**config.mk**
```make
export PLATFORM = sky130hd
export DESIGN_NAME = spi_exc_handler
export DESIGN_NICKNAME = d
export VERILOG_FILES = /design/src/verilog/spi_exc_pkg.sv /design/src/verilog/spi_exc_handler.sv /design/src/verilog/pin_sync.sv /design/src/verilog/cmd_check.sv
export VERILOG_INCLUDE_DIRS = /design/src /design/src/verilog
export SDC_FILE = /design/constraint.sdc
export NUM_CORES = 1
export LEC_CHECK = 0
export BUFFER_PORTS_ARGS = -buffer_cell sky130_fd_sc_hd__buf_2
export CAP_MARGIN = 20
export CORE_UTILIZATION = 64
export CTS_BUF_LIST = sky130_fd_sc_hd__clkbuf_8
export DETAILED_ROUTE_END_ITERATION = 12
export GPL_TIMING_DRIVEN = 0
export PLACE_DENSITY = 0.85
export SLEW_MARGIN = 20
export SYNTH_ARGS = -nofsm -noshare
export SYNTH_HDL_FRONTEND = slang
export SYNTH_SLANG_ARGS = --single-unit
```
**constraint.sdc**
```tcl
create_clock -name core_clk_in -period 4.6 [get_ports core_clk_in]
set_clock_uncertainty 0.05 [all_clocks]
set_input_delay 0.69 -clock core_clk_in [delete_from_list [all_inputs] [get_ports core_clk_in]]
set_output_delay 0.69 -clock core_clk_in [all_outputs]
set_load 0.02 [all_outputs]
```
**src/verilog/spi_exc_consts.svh**
```systemverilog
// Constants for the SPI exception handler: frame fields, codes and addresses.
`ifndef SPI_EXC_CONSTS_SVH
`define SPI_EXC_CONSTS_SVH
`define FRAME_BITS 5'h10
`define CNT_MAX 5'h1F
`define CMD_PAR_BIT 15
`define CMD_ACC_BIT 14
`define CMD_DIR_BIT 13
`define CMD_OC_BIT 12
`define CMD_ADDR_HI 12
`define CMD_ADDR_LO 8
`define CMD_SD_BIT 2
`define CMD_ARM_BIT 1
`define CODE_VALID 4'h1
`define CODE_FRAME 4'h2
`define CODE_RDBK 4'h3
`define CODE_INV_ACC 4'h4
`define CODE_INV_REG 4'h5
`define CODE_INT_ERR 4'h6
`define CODE_ST_ERR 4'h7
`define CODE_REG 4'h8
`define S_NORMAL 2'h0
`define S_OVER 2'h2
`define ADDR_CTRL 5'h01
`define ADDR_CFG 5'h02
`define ADDR_STATUS 5'h03
`define READ_MASK 32'h0000_00FF
`define WRITE_MASK 32'h0000_0076
`define REPLY_RESET 16'h2000
`endif

```
**src/verilog/spi_exc_pkg.sv**
```systemverilog
// Types shared by the SPI exception handler.
package spi_exc_pkg;
  typedef enum logic [3:0] {
    REPLY_VALID, REPLY_FRAME, REPLY_RDBK, REPLY_INV_ACC,
    REPLY_INV_REG, REPLY_INT_ERR, REPLY_ST_ERR, REPLY_REG
  } reply_kind_t;
endpackage

```
**src/verilog/spi_exc_handler.sv**
```systemverilog
// SPI target frame checker, reply selector and sticky status flags.
// Overview of operation
// - Register read carries address in bits 12..8, bits 7..0 zero.
// - Register read answered next frame only without framing, readback or invalid errors.
// - Reply chosen by fixed priority from framing error down to modulator over range.
// - Top seven exceptions give error reply, no arming; pulse code off on init/reset.
// - Clock high at select edges, wrong edge count or bad parity is framing error.
// - Nonzero reserved bits in acceleration or read commands are framing errors.
// - Framing error gives framing reply, no arming, pulse code unaffected.
// - Serial output is read back each bit; mismatch sets readback flag.
// - Acceleration request in mismatch frame is dropped with readback reply.
// - Register write in mismatch frame is still done, readback reply follows.
// - Read in mismatch frame is dropped; status read then clears nothing.
// - Readback flag holds until an error-free status read completes.
// - Configuration mismatch gives invalid acceleration reply once, no fault, no arming.
// - Bad write, locked write or bad read gives invalid register reply.
// - Init or reset flag makes acceleration requests error; status read clears reset.
// - CRC, self-test or logic faults set the internal fault flag.
// - CRC fault gives internal error reply until fault flag clears.
// - Locked writable CRC fault clears only by reset; OTP CRC fault also clears only by reset.
// - Self-test fault gives self-test reply; flag kept until status read.
// - Offset over range gives valid data with status 10, one extra frame after.
// - Modulator over range gives valid data with status 10, one extra frame after.
// - First reply after reset is framing error; acceleration invalid until reset cleared.
// - Commands carry odd parity over all sixteen bits, checked here.
// - Acceleration bit picks frame type; direction bit picks read or write.
// - Register write applied after frame end, dropped on framing error.
`timescale 1ns/100ps
`default_nettype none
`include "spi_exc_consts.svh"
module spi_exc_handler #(
  parameter logic [31:0] READ_MASK = `READ_MASK,
  parameter logic [31:0] WRITE_MASK = `WRITE_MASK
) (
  input wire logic core_clk_in,
  input wire logic reset_n_in,
  input wire logic sclk_in,
  input wire logic cs_n_in,
  input wire logic mosi_in,
  input wire logic miso_fb_in,
  output logic miso_out,
  output logic miso_oe_out,
  input wire logic cfg_signed_in,
  input wire logic cfg_arm_select_in,
  input wire logic init_lock_in,
  input wire logic init_done_in,
  input wire logic otp_crc_fail_in,
  input wire logic wreg_crc_fail_in,
  input wire logic selftest_fail_in,
  input wire logic logic_fault_in,
  input wire logic offset_over_x_in,
  input wire logic offset_over_y_in,
  input wire logic modulator_over_in,
  input wire logic [9:0] accel_data_in,
  input wire logic [7:0] reg_rd_data_in,
  output logic [1:0] accel_sel_out,
  output logic [4:0] reg_addr_out,
  output logic reg_wr_en_out,
  output logic [7:0] reg_wr_data_out,
  output logic arm_update_out,
  output logic pcm_enable_out,
  output logic [7:0] device_status_register_out
);
  logic sclk_q;
  logic cs_n_q;
  logic mosi_q;
  logic fb_q;
  logic sclk_prev_reg;
  logic cs_prev_reg;
  logic [4:0] cnt_reg;
  logic [15:0] rx_reg;
  logic [15:0] tx_reg;
  logic [15:0] reply_reg;
  logic timing_err_reg;
  logic frame_mis_reg;
  logic sclk_rise;
  logic cs_start;
  logic cs_end;
  logic mis_event;
  logic parity_ok;
  logic field_err;
  logic accel_mismatch;
  logic framing;
  logic is_accel;
  logic is_write;
  logic [4:0] addr;
  logic reg_invalid;
  logic status_read_ok;
  logic accel_ok;
  logic write_ok;
  logic over_now;
  logic over_last;
  logic [1:0] s_bits;
  logic [9:0] payload;
  spi_exc_pkg::reply_kind_t kind;
  logic init_pending_flag_reg;
  logic reset_occurred_flag_reg;
  logic readback_mismatch_flag_reg;
  logic otp_crc_reg;
  logic wreg_crc_reg;
  logic wreg_lock_reg;
  logic selftest_reg;
  logic logic_fault_reg;
  logic internal_fault_flag;
  logic off_x_reg;
  logic off_y_reg;
  logic modulator_overrange_flag_reg;
  logic last_x_reg;
  logic last_y_reg;
  logic last_mod_reg;
  logic [7:0] status_byte;

  function automatic logic [3:0] kind_code(input spi_exc_pkg::reply_kind_t k);
    case (k)
      spi_exc_pkg::REPLY_VALID: kind_code = `CODE_VALID;
      spi_exc_pkg::REPLY_FRAME: kind_code = `CODE_FRAME;
      spi_exc_pkg::REPLY_RDBK: kind_code = `CODE_RDBK;
      spi_exc_pkg::REPLY_INV_ACC: kind_code = `CODE_INV_ACC;
      spi_exc_pkg::REPLY_INV_REG: kind_code = `CODE_INV_REG;
      spi_exc_pkg::REPLY_INT_ERR: kind_code = `CODE_INT_ERR;
      spi_exc_pkg::REPLY_ST_ERR: kind_code = `CODE_ST_ERR;
      default: kind_code = `CODE_REG;
    endcase
  endfunction

  pin_sync #(.WIDTH(4)) u_sync (
    .core_clk_in(core_clk_in),
    .reset_n_in(reset_n_in),
    .pin_in({sclk_in, cs_n_in, mosi_in, miso_fb_in}),
    .reset_val_in(4'h4),
    .level_out({sclk_q, cs_n_q, mosi_q, fb_q})
  );

  cmd_check u_check (
    .cmd_in(rx_reg),
    .cfg_signed_in(cfg_signed_in),
    .cfg_arm_select_in(cfg_arm_select_in),
    .parity_ok_out(parity_ok),
    .field_err_out(field_err),
    .accel_mismatch_out(accel_mismatch)
  );

  // Edge detection on the accepted pin levels.
  always_ff @(posedge core_clk_in) begin
    if (!reset_n_in) begin
      sclk_prev_reg <= 1'b0;
      cs_prev_reg <= 1'b1;
    end else begin
      sclk_prev_reg <= sclk_q;
      cs_prev_reg <= cs_n_q;
    end
  end

  assign cs_start = cs_prev_reg & ~cs_n_q;
  assign cs_end = ~cs_prev_reg & cs_n_q;
  assign sclk_rise = ~sclk_prev_reg & sclk_q & ~cs_n_q & ~cs_start;
  assign mis_event = sclk_rise & (fb_q != miso_out);

  // Frame shifting: each detected clock rise takes a command bit, checks the bit on the pin
  // and only then launches the next reply bit. The pin pipeline is too slow to answer a
  // falling edge before the host samples, so the bit is moved just after the host's sample.
  always_ff @(posedge core_clk_in) begin
    if (!reset_n_in) begin
      cnt_reg <= 5'h00;
      rx_reg <= 16'h0000;
      tx_reg <= 16'h0000;
      timing_err_reg <= 1'b0;
      frame_mis_reg <= 1'b0;
      miso_out <= 1'b0;
      miso_oe_out <= 1'b0;
    end else if (cs_start) begin
      cnt_reg <= 5'h00;
      timing_err_reg <= sclk_q;
      frame_mis_reg <= 1'b0;
      tx_reg <= reply_reg;
      miso_out <= reply_reg[15];
      miso_oe_out <= 1'b1;
    end else if (!cs_n_q) begin
      if (sclk_rise) begin
        rx_reg <= {rx_reg[14:0], mosi_q};
        if (cnt_reg != `CNT_MAX) begin
          cnt_reg <= cnt_reg + 5'h01;
        end
        if (mis_event) begin
          frame_mis_reg <= 1'b1;
        end
        tx_reg <= {tx_reg[14:0], 1'b0};
        miso_out <= tx_reg[14];
      end
    end else begin
      miso_oe_out <= 1'b0;
    end
  end

  // Decode of the finished command.
  always_comb begin
    is_accel = rx_reg[`CMD_ACC_BIT];
    is_write = ~is_accel & rx_reg[`CMD_DIR_BIT];
    addr = rx_reg[`CMD_ADDR_HI:`CMD_ADDR_LO];
    framing = timing_err_reg | sclk_q | (cnt_reg != `FRAME_BITS)
      | ~parity_ok | field_err;
    if (is_write) begin
      reg_invalid = ~WRITE_MASK[addr] | (init_lock_in & (addr != `ADDR_CTRL));
    end else begin
      reg_invalid = ~READ_MASK[addr];
    end
    over_now = rx_reg[`CMD_DIR_BIT] ? offset_over_y_in : offset_over_x_in;
    over_last = rx_reg[`CMD_DIR_BIT] ? last_y_reg : last_x_reg;
  end

  assign status_read_ok = cs_end & ~framing & ~frame_mis_reg & ~is_accel & ~is_write
    & ~reg_invalid & (addr == `ADDR_STATUS);
  assign write_ok = cs_end & ~framing & is_write & ~reg_invalid;
  assign internal_fault_flag = otp_crc_reg | wreg_crc_reg | selftest_reg | logic_fault_reg;

  // Reply selection by fixed priority.
  always_comb begin
    s_bits = `S_NORMAL;
    payload = 10'h000;
    accel_ok = 1'b0;
    if (framing) begin
      kind = spi_exc_pkg::REPLY_FRAME;
    end else if (frame_mis_reg) begin
      kind = spi_exc_pkg::REPLY_RDBK;
    end else if (is_accel) begin
      if (accel_mismatch | reset_occurred_flag_reg) begin
        kind = spi_exc_pkg::REPLY_INV_ACC;
      end else if (init_pending_flag_reg) begin
        kind = spi_exc_pkg::REPLY_INT_ERR;
      end else if (otp_crc_reg | wreg_crc_reg | logic_fault_reg) begin
        kind = spi_exc_pkg::REPLY_INT_ERR;
      end else if (selftest_reg) begin
        kind = spi_exc_pkg::REPLY_ST_ERR;
      end else begin
        kind = spi_exc_pkg::REPLY_VALID;
        accel_ok = 1'b1;
        payload = accel_data_in;
        if (over_now | over_last | modulator_over_in | last_mod_reg) begin
          s_bits = `S_OVER;
        end
      end
    end else if (reg_invalid) begin
      kind = spi_exc_pkg::REPLY_INV_REG;
    end else begin
      kind = spi_exc_pkg::REPLY_REG;
      if (is_write) begin
        payload = {2'b00, rx_reg[7:0]};
      end else if (addr == `ADDR_STATUS) begin
        payload = {2'b00, status_byte};
      end else begin
        payload = {2'b00, reg_rd_data_in};
      end
    end
  end

  always_ff @(posedge core_clk_in) begin
    if (!reset_n_in) begin
      reply_reg <= `REPLY_RESET;
    end else if (cs_end) begin
      reply_reg <= {kind_code(kind), s_bits, payload};
    end
  end

  // Over-range history for the trailing status frame.
  always_ff @(posedge core_clk_in) begin
    if (!reset_n_in) begin
      last_x_reg <= 1'b0;
      last_y_reg <= 1'b0;
      last_mod_reg <= 1'b0;
    end else if (cs_end & accel_ok) begin
      last_mod_reg <= modulator_over_in;
      if (rx_reg[`CMD_DIR_BIT]) begin
        last_y_reg <= offset_over_y_in;
      end else begin
        last_x_reg <= offset_over_x_in;
      end
    end
  end

  // Outputs towards the register array and the arming logic.
  always_ff @(posedge core_clk_in) begin
    if (!reset_n_in) begin
      accel_sel_out <= 2'h0;
      reg_addr_out <= 5'h00;
      reg_wr_en_out <= 1'b0;
      reg_wr_data_out <= 8'h00;
      arm_update_out <= 1'b0;
      pcm_enable_out <= 1'b0;
      device_status_register_out <= 8'h00;
    end else begin
      accel_sel_out <= {rx_reg[`CMD_DIR_BIT], rx_reg[`CMD_OC_BIT]};
      reg_addr_out <= addr;
      reg_wr_en_out <= write_ok;
      reg_wr_data_out <= rx_reg[7:0];
      arm_update_out <= cs_end & accel_ok;
      pcm_enable_out <= ~(init_pending_flag_reg | reset_occurred_flag_reg);
      device_status_register_out <= status_byte;
    end
  end

  assign status_byte = {init_pending_flag_reg, reset_occurred_flag_reg, internal_fault_flag,
    readback_mismatch_flag_reg, modulator_overrange_flag_reg, off_x_reg, off_y_reg, 1'b0};

  always_ff @(posedge core_clk_in) begin
    if (!reset_n_in) begin
      init_pending_flag_reg <= 1'b1;
      reset_occurred_flag_reg <= 1'b1;
    end else begin
      if (init_done_in) begin
        init_pending_flag_reg <= 1'b0;
      end
      if (status_read_ok) begin
        reset_occurred_flag_reg <= 1'b0;
      end
    end
  end

  always_ff @(posedge core_clk_in) begin
    if (!reset_n_in) begin
      readback_mismatch_flag_reg <= 1'b0;
    end else if (mis_event) begin
      readback_mismatch_flag_reg <= 1'b1;
    end else if (status_read_ok) begin
      readback_mismatch_flag_reg <= 1'b0;
    end
  end

  // Fault sources behind the internal fault flag; a present fault wins over a clear.
  always_ff @(posedge core_clk_in) begin
    if (!reset_n_in) begin
      otp_crc_reg <= 1'b0;
      wreg_crc_reg <= 1'b0;
      wreg_lock_reg <= 1'b0;
      selftest_reg <= 1'b0;
      logic_fault_reg <= 1'b0;
    end else begin
      if (otp_crc_fail_in) begin
        otp_crc_reg <= 1'b1;
      end
      if (wreg_crc_fail_in) begin
        wreg_crc_reg <= 1'b1;
        if (init_lock_in) begin
          wreg_lock_reg <= 1'b1;
        end
      end else if (status_read_ok & ~wreg_lock_reg) begin
        wreg_crc_reg <= 1'b0;
      end
      if (selftest_fail_in) begin
        selftest_reg <= 1'b1;
      end else if (status_read_ok) begin
        selftest_reg <= 1'b0;
      end
      if (logic_fault_in) begin
        logic_fault_reg <= 1'b1;
      end else if (status_read_ok) begin
        logic_fault_reg <= 1'b0;
      end
    end
  end

  always_ff @(posedge core_clk_in) begin
    if (!reset_n_in) begin
      off_x_reg <= 1'b0;
      off_y_reg <= 1'b0;
      modulator_overrange_flag_reg <= 1'b0;
    end else begin
      off_x_reg <= offset_over_x_in | (off_x_reg & ~status_read_ok);
      off_y_reg <= offset_over_y_in | (off_y_reg & ~status_read_ok);
      modulator_overrange_flag_reg <= modulator_over_in
        | (modulator_overrange_flag_reg & ~status_read_ok);
    end
  end

  a_first_reply_frame: assert property (@(posedge core_clk_in)
    $rose(reset_n_in) |-> reply_reg[15:12] == `CODE_FRAME)
    else $error("first reply after reset is not the framing reply");
  a_framing_reply: assert property (@(posedge core_clk_in) disable iff (!reset_n_in)
    cs_end && framing |=> reply_reg[15:12] == `CODE_FRAME && !arm_update_out)
    else $error("framing error not answered with framing reply");
  a_readback_reply: assert property (@(posedge core_clk_in) disable iff (!reset_n_in)
    cs_end && !framing && frame_mis_reg |=> reply_reg[15:12] == `CODE_RDBK)
    else $error("readback mismatch frame not answered with readback reply");
  a_invalid_reg_reply: assert property (@(posedge core_clk_in) disable iff (!reset_n_in)
    cs_end && !framing && !frame_mis_reg && !is_accel && reg_invalid
    |=> reply_reg[15:12] == `CODE_INV_REG)
    else $error("invalid register request not answered as such");
  a_arm_only_valid: assert property (@(posedge core_clk_in) disable iff (!reset_n_in)
    arm_update_out |-> $past(cs_end) && !$past(framing) && !$past(frame_mis_reg)
      && !$past(reset_occurred_flag_reg) && reply_reg[15:12] == `CODE_VALID)
    else $error("arming updated on an error reply");
  a_write_after_frame: assert property (@(posedge core_clk_in) disable iff (!reset_n_in)
    reg_wr_en_out |-> $past(cs_end) && !$past(framing) && $past(is_write))
    else $error("register write without a clean finished write frame");
  a_readback_hold: assert property (@(posedge core_clk_in) disable iff (!reset_n_in)
    readback_mismatch_flag_reg && !status_read_ok |=> readback_mismatch_flag_reg)
    else $error("readback flag cleared without status read");
  a_pcm_gate: assert property (@(posedge core_clk_in) disable iff (!reset_n_in)
    init_pending_flag_reg || reset_occurred_flag_reg |=> !pcm_enable_out)
    else $error("pulse code enabled while init or reset flag set");
  a_otp_sticky: assert property (@(posedge core_clk_in) disable iff (!reset_n_in)
    otp_crc_reg |=> otp_crc_reg && device_status_register_out[5])
    else $error("OTP CRC fault cleared");
  a_over_status: assert property (@(posedge core_clk_in) disable iff (!reset_n_in)
    cs_end && accel_ok && modulator_over_in |=> reply_reg[11:10] == `S_OVER)
    else $error("over range status bits not set");
endmodule
`default_nettype wire

```
**src/verilog/pin_sync.sv**
```systemverilog
// Three-stage pin synchroniser that accepts a level once stages two and three agree.
`timescale 1ns/100ps
`default_nettype none
module pin_sync #(
  parameter int WIDTH = 4
) (
  input wire logic core_clk_in,
  input wire logic reset_n_in,
  input wire logic [WIDTH-1:0] pin_in,
  input wire logic [WIDTH-1:0] reset_val_in,
  output logic [WIDTH-1:0] level_out
);
  logic [WIDTH-1:0] s1_reg;
  logic [WIDTH-1:0] s2_reg;
  logic [WIDTH-1:0] s3_reg;

  always_ff @(posedge core_clk_in) begin
    s1_reg <= pin_in;
    s2_reg <= s1_reg;
    s3_reg <= s2_reg;
  end

  always_ff @(posedge core_clk_in) begin
    if (!reset_n_in) begin
      level_out <= reset_val_in;
    end else begin
      for (int i = 0; i < WIDTH; i++) begin
        if (s2_reg[i] == s3_reg[i]) begin
          level_out[i] <= s3_reg[i];
        end
      end
    end
  end
endmodule
`default_nettype wire

```
**src/verilog/cmd_check.sv**
```systemverilog
// Combinational field, parity and configuration checks on a received command.
`timescale 1ns/100ps
`default_nettype none
`include "spi_exc_consts.svh"
module cmd_check (
  input wire logic [15:0] cmd_in,
  input wire logic cfg_signed_in,
  input wire logic cfg_arm_select_in,
  output logic parity_ok_out,
  output logic field_err_out,
  output logic accel_mismatch_out
);
  logic is_accel;

  always_comb begin
    is_accel = cmd_in[`CMD_ACC_BIT];
    parity_ok_out = ^cmd_in;
    if (is_accel) begin
      field_err_out = cmd_in[15] | (|cmd_in[11:3]);
    end else if (!cmd_in[`CMD_DIR_BIT]) begin
      field_err_out = |cmd_in[7:0];
    end else begin
      field_err_out = 1'b0;
    end
    accel_mismatch_out = is_accel &
      ((cmd_in[`CMD_SD_BIT] != cfg_signed_in) | (cmd_in[`CMD_ARM_BIT] != cfg_arm_select_in));
  end
endmodule
`default_nettype wire

```
* After elaboration in Yosys (flattened, before gate mapping)
Memory sizes are Yosys's and may differ from the RTL's. A register that Yosys moved wholly into a read port is not among the register bits. Index checks and enable logic that the tools add are counted.
Cells by class: $mul 0, reductions and logical operators 18, bitwise logic cells 58, shift operators 0, multiplexer cells 59, equality and inequality tests 18, divide/modulo/power cells 0, add/subtract/negate cells 1, order comparisons 1
Operators by type and width (number):
- $mux 10 | 7
- $mux 15 | 3
- $pmux 4 s7 | 1
- $mux 1 | 25
- $mux 8 | 3
- $and 1x1->1 | 22
- $mux 5 | 4
- $or 1x1->1 | 19
- $mux 2 | 9
- $not 1->1 | 17
- $reduce_xor 16->1 | 1
- $eq 4x3->1 const B | 3
- $mux 3 | 4
- $mux 4 | 3
- $reduce_bool 2->1 | 6
- $ne 5x5->1 const B | 2
- $reduce_and 3->1 | 3
- $reduce_or 9->1 | 1
- $eq 4x2->1 const B | 2
- $reduce_and 2->1 | 4
- $reduce_or 8->1 | 1
- $lt 5x6->1 const B | 1
- $add 5x1->5 const B | 1
- $eq 5x2->1 const B | 1
- 7 further kinds | 12
Word-level totals: bits in latches 0, input port bits 35, ROM bits 64, bits in registers 114, memories 2, bits in writable memories 0
Memory list:
- (no name shown) | depth 32, width 1, rd ports 1, clocked after memory_dff 1, wr ports 0, line spi_exc_handler.sv:205 | reg_invalid = ~READ_MASK[addr];
- (no name shown) | depth 32, width 1, rd ports 1, clocked after memory_dff 1, wr ports 0, line spi_exc_handler.sv:203 | reg_invalid = ~WRITE_MASK[addr] | (init_lock_in & (addr != `ADDR_CTRL));

* Logic depth before layout (Yosys ltp)
word-level depth 14, depth in mapped cells 12

* Cells and area by module
A second synthesis with hierarchy kept.
Second synthesis, totals: cell total of the unflattened synthesis 478, area total of the unflattened synthesis 4682.0 sq um
By module, submodules not included:
- spi_exc_handler | sequential area each 1941.9 sq um, cells an instance 418, instances 1, area an instance 3956.3 sq um
- pin_sync | sequential area each 360.3 sq um, cells an instance 29, instances 1, area an instance 481.7 sq um
- cmd_check | sequential area each 0.0 sq um, cells an instance 31, instances 1, area an instance 244.0 sq um

* Worst setup path after synthesis
Ideal clock, no wire load.
kind reg-to-reg, from register rx_reg[2], to register reply_reg[15], stages on the path, launching flop included 12, arrival time 2.540 ns, slack 1.936 ns, clock period less this slack 2.664 ns, buffers on the path 0, setup time 0.074 ns, path through dfxtp_1 > inv_1 > ha_1 > xor2_1 > xnor3_2 > xnor2_2 > nand2_2 > a21o_2 > ha_1 > o41ai_1 > nand2_1 > a31oi_1
Between the ends: word-level cells in the longest chain between the ends 10, elaborated cells on any way between the ends 23, those cells by class 7 x eq/ne; 7 x mux; 6 x bitwise; 3 x reduce/logical
Ends and longest elaborated chain:
- start: declaration | line spi_exc_handler.sv:71 | logic [15:0] rx_reg;
- start signal: assignment | line spi_exc_handler.sv:180 | rx_reg <= {rx_reg[14:0], mosi_q};
- $ne 1x1->1 | line cmd_check.sv:26 | ((cmd_in[`CMD_SD_BIT] != cfg_signed_in) | (cmd_in[`CMD_ARM_BIT] != cfg_arm_select_in));
- $or 1x1->1 | line cmd_check.sv:26
- $and 1x1->1 | line cmd_check.sv:25 | accel_mismatch_out = is_accel &
- $or 1x1->1 | line spi_exc_handler.sv:226 | if (accel_mismatch | reset_occurred_flag_reg) begin
- $mux 3 | line spi_exc_handler.sv:226
- $mux 4 | line spi_exc_handler.sv:225 | end else if (is_accel) begin
- $mux 4 | line spi_exc_handler.sv:223 | end else if (frame_mis_reg) begin
- $mux 4 * | line spi_exc_handler.sv:221 | if (framing) begin
- $eq 4x3->1 (tied with other cells) | line spi_exc_handler.sv:114 | case (k)
- $pmux 4 s7 * | line spi_exc_handler.sv:114
- end signal: assignment | line spi_exc_handler.sv:258 | reply_reg <= `REPLY_RESET;
- end signal: assignment | line spi_exc_handler.sv:260 | reply_reg <= {kind_code(kind), s_bits, payload};
- end: declaration | line spi_exc_handler.sv:73 | logic [15:0] reply_reg;
Every way passes the cells marked *; elsewhere a longest branch is shown, timed or not. A chain may end at the register's enable or synchronous reset.

* Worst setup path in the final report
Ends and elaborated chain as after synthesis.

==> summary.txt <==
Timing
  • Setup TNS: 0 ns
  • Final setup viols: 0
  • RSZ-0062 raised after global routing: no
  • Crit path time final: roughly 3.0 ns
  • Final period util: 65.65%
  • Slew Viols, Final: 0
  • Worst-Margin Slew: ~0.8 ns
  • WHS: 0.2778 ns
  • Final Hold Fails: 0
  • Max transition margin: 46.41%
  • Fmax achieved: ~0.33 GHz

Pwr
  • Switching pwr: between 400 and 500 uW
  • Clock power frac: between 40% and 50%
  • P_int: ~1.6 mW
  • Seq pwr share: between 40% and 50%
  • Power per Cell Area: 382.2 nW/um2
  • Leak: ~2.3 nW
  • Net Sw Frac: between 20 and 25%
  • Peak supply drop: approximately 0.32 mV
  • Combinational share of power: ~4.5%

Finish
  • Cell area after layout: between 5000 and 6000 um2
  • Finished Layout Cells: 668
  • Nets: around 610
  • Register area: approximately 2300 um2
  • Area growth, synth to finish: 18.26%
  • Share of cells above drive strength 1: between 10% and 20%
  • Number of flip-flops in the largest register: 16
  • Area of the multi-input gates: between 2000 and 2500 um2
  • Fill count: ~480
  • Final Core Density: between 70% and 80%
  • Inserted Diodes: 0

Global routing
  • Vias in the first global route: 3,773
  • Largest net degree at the start of global routing: 17
  • Grt total ovfl: 0
  • First-pass GRT wire length: approximately 18,000 um
  • Antenna violations before repair: 0
  • Total routing usage reported by global routing: about 32%

Hold path
  • Hold Crit Class: flip-flop to flip-flop
  • Hold depth: 0
  • Hold Crit Endpoint: u_sync.s2_reg[1]
  • Hold wc startpoint: u_sync.s1_reg[1]

Yosys
  • EDFF count, synth: 0
  • Synth Area in Compound Gates: around 17%
  • Mapped Nets: 530
  • XOR/XNOR share of the synthesized area: 3.378%
  • Cell count after synthesis: 480
  • Largest family of logic cells by synthesized area: simple AND/OR/NAND/NOR gates
  • Adder-cell share of the synthesized area: between 4 and 5%
  • Yosys reg bits: approximately 110
  • Post-Synth Simple-Gate Area: about a fifth
  • Register area share after synthesis: about half
  • Synth Warn #: 0
  • Ys async rst share: 0%
  • Syn Area/Cell: 9.491 um2
  • Post-synthesis cell type count: between 50 and 60
  • Mux contribution to synthesized area: under 10%
  • Synthesized area: roughly 4600 um2
  • Primary FF master, synth: dfxtp_1

Placement
  • Placer Congestion: 0.8931
  • Placed cells: ~640
  • Port buffer count: 60
  • Post-detail-place hpwl: a little under 8000 um
  • DP Area: 4976 um2

Floorplan
  • Initial core utilization: between 60% and 70%
  • Chip width: 86.37 um
  • Core area: 6832 um2
  • Ports: 63
  • Die area: 7460 um2
  • Die H: 86.37 um
  • FP Rows: 30

CTS
  • Clock sinks: 113
  • Setup Buffers After CTS: 0
  • CTS buffer count: 17
  • H-tree lvl count: 4
  • Skew-Pair Late Insertion Delay: roughly 0.44 ns
  • Hold buffer count at CTS: 0
  • CTS tree: done
  • PostCTS Resize Cnt: 0
  • Longest Clk Path Bufs: 2
  • Clk pin slew, worst setup/hold paths: roughly 0.070 ns
  • Clock tree root driver cell: clkbuf_8

Setup path
  • Crit path max fanout: 6
  • R2R setup slack: roughly 1.6 ns
  • Kind of end point of the critical path: flip-flop
  • R2R depth: 11
  • Critical Path RT: a little under 5 ns
  • Worst r2r src: rx_reg[2]
  • Arr. time, crit path: ~3.3 ns
  • Worst Setup Start Kind: flip-flop
  • Critical path class: flip-flop to flip-flop
  • Critical R2R Capture: reply_reg[15]

Routing
  • 1st-pass router iterations: 9
  • Routed vias: between 3,000 and 4,000
  • WL final: between 10,000 and 15,000 um
  • Antenna viol nets, final: 0
  • Avg Vias per Cell: just under 6
  • Drt first-iter violations: 444
  • Average routed wire per standard cell: between 15 and 20 um
  • DRC viols: 0

Flow run
  • Max-Cap Viols: 0

Status
  • Status: finished clean
## synth_stat cells (4+ instances only)
library cell	instances	area, um2
dfxtp_1	113	2262
nand2_1	54	202.7
nor2b_1	29	181.4
nor2_1	24	90.09
a21oi_1	23	115.1
a21boi_0	21	157.7
and2_1	21	131.4
inv_1	21	78.83
clkbuf_1	18	67.56
ha_1	15	187.7
a222oi_1	14	140.1
o21ai_0	11	55.05
nor3_1	10	50.05
o21ai_1	9	45.04
a32oi_1	8	70.07
mux2i_1	8	80.08
xor2_1	7	61.31
buf_4	6	45.04
xnor2_1	6	52.55
a22oi_1	5	37.54
or3_1	5	31.28
nand3_1	4	20.02
nand4_1	4	25.02
## per-layer routing
metal | part of all wire (%) | global-route usage (%) | up-vias
met4 | 4.6 | 21.82 | 0
met2 | 47 | 51.08 | 224
li1 | - | - | 1839
met3 | 8.5 | 8.571 | 47
met1 | 40 | 37.86 | 1836
met5 | 0 | 0 | -
## power by group through the flow
stage               registers [mW]  clock network, mW  logic, mW
finish                        1.01              0.957     0.0935
global route                  1.01               1.01      0.100
CTS                           1.01              0.961     0.0916
detailed placement            1.03                  0     0.0900
global placement              1.03                  0     0.0869
floorplan                     1.03                  0     0.0477
## cell families (layout without fill, tap and decap cells)
group	count (synthesis)	count (layout)
other cells	1	1
compound gates	108	108
simple gates	170	170
buf+inv	50	142
mux	8	8
xor+xnor	15	15
flops	113	113
fa+ha+maj	15	15
## metrics by stage
| stage | worst slack, ns | total power, mW |
|---|---|---|
| floorplan | 1.936 | 1.080 |
| global placement | 1.723 | 1.116 |
| detailed placement | 1.648 | 1.121 |
| CTS | 1.625 | 2.062 |
| global route | 1.305 | 2.123 |
| finish | 1.580 | 2.059 |
## cell usage in the layout (no fill, tap or decap), types with 3 or more instances in the layout
master      synthesis  routed
clkbuf_1           18      18
nor2_1             24      24
mux2i_1             8       8
a21oi_1            23      23
nor3_1             10      10
a22oi_1             5       5
a41o_1              3       3
nor2b_1            29      29
inv_1              21      21
clkinv_2            0       5
xnor2_1             6       6
nand2b_1            3       3
buf_4               6       6
a222oi_1           14      14
clkbuf_8            0      18
xor2_1              7       7
o21ai_1             9       9
nand3_1             4       4
a21boi_0           21      21
o21ai_0            11      11
or3_1               5       5
bufinv_16           0       3
and2_1             21      21
buf_2               3      63
nand2_1            54      54
dfxtp_1           113     113
nor4_1              3       3
nand4_1             4       4
a21o_1              3       3
nor4b_1             3       3
a32oi_1             8       8
ha_1               15      15
clkinvlp_4          0       3
## final cells by class
class | count | area share, %
timing repair buffer | 60 | 5.574
buffer | 29 | 2.647
clock buffer | 18 | 4.598
tap | 96 | 2.229
clock inverter | 14 | 3.042
inverter | 21 | 1.463
sequential | 113 | 41.99
multi-input combinational | 317 | 38.46
## worst max-delay path by stage
| stage | from | to | slack (ns) | cells after the start |
|---|---|---|---|---|
| finish | rx_reg[2] | reply_reg[15] | 1.58 | 11 |
| global route | rx_reg[2] | reply_reg[15] | 1.30 | 11 |
| CTS | rx_reg[2] | reply_reg[15] | 1.62 | 11 |
| global placement | rx_reg[2] | reply_reg[15] | 1.72 | 11 |
| floorplan | rx_reg[2] | reply_reg[15] | 1.94 | 11 |
| detailed placement | rx_reg[2] | reply_reg[15] | 1.65 | 11 |
## critical path, cell delays in order (launching register included)
cell and delay [ns]:
dfxtp_1 0.48, inv_1 0.09, ha_1 0.32, xor2_1 0.16, xnor3_2 0.48, xnor2_2 0.27
o211a_1 0.24, inv_1 0.10, ha_1 0.23, o41ai_1 0.30, nand2_1 0.08, a31oi_1 0.16
Note: power is estimated with default switching activity, not from simulation.
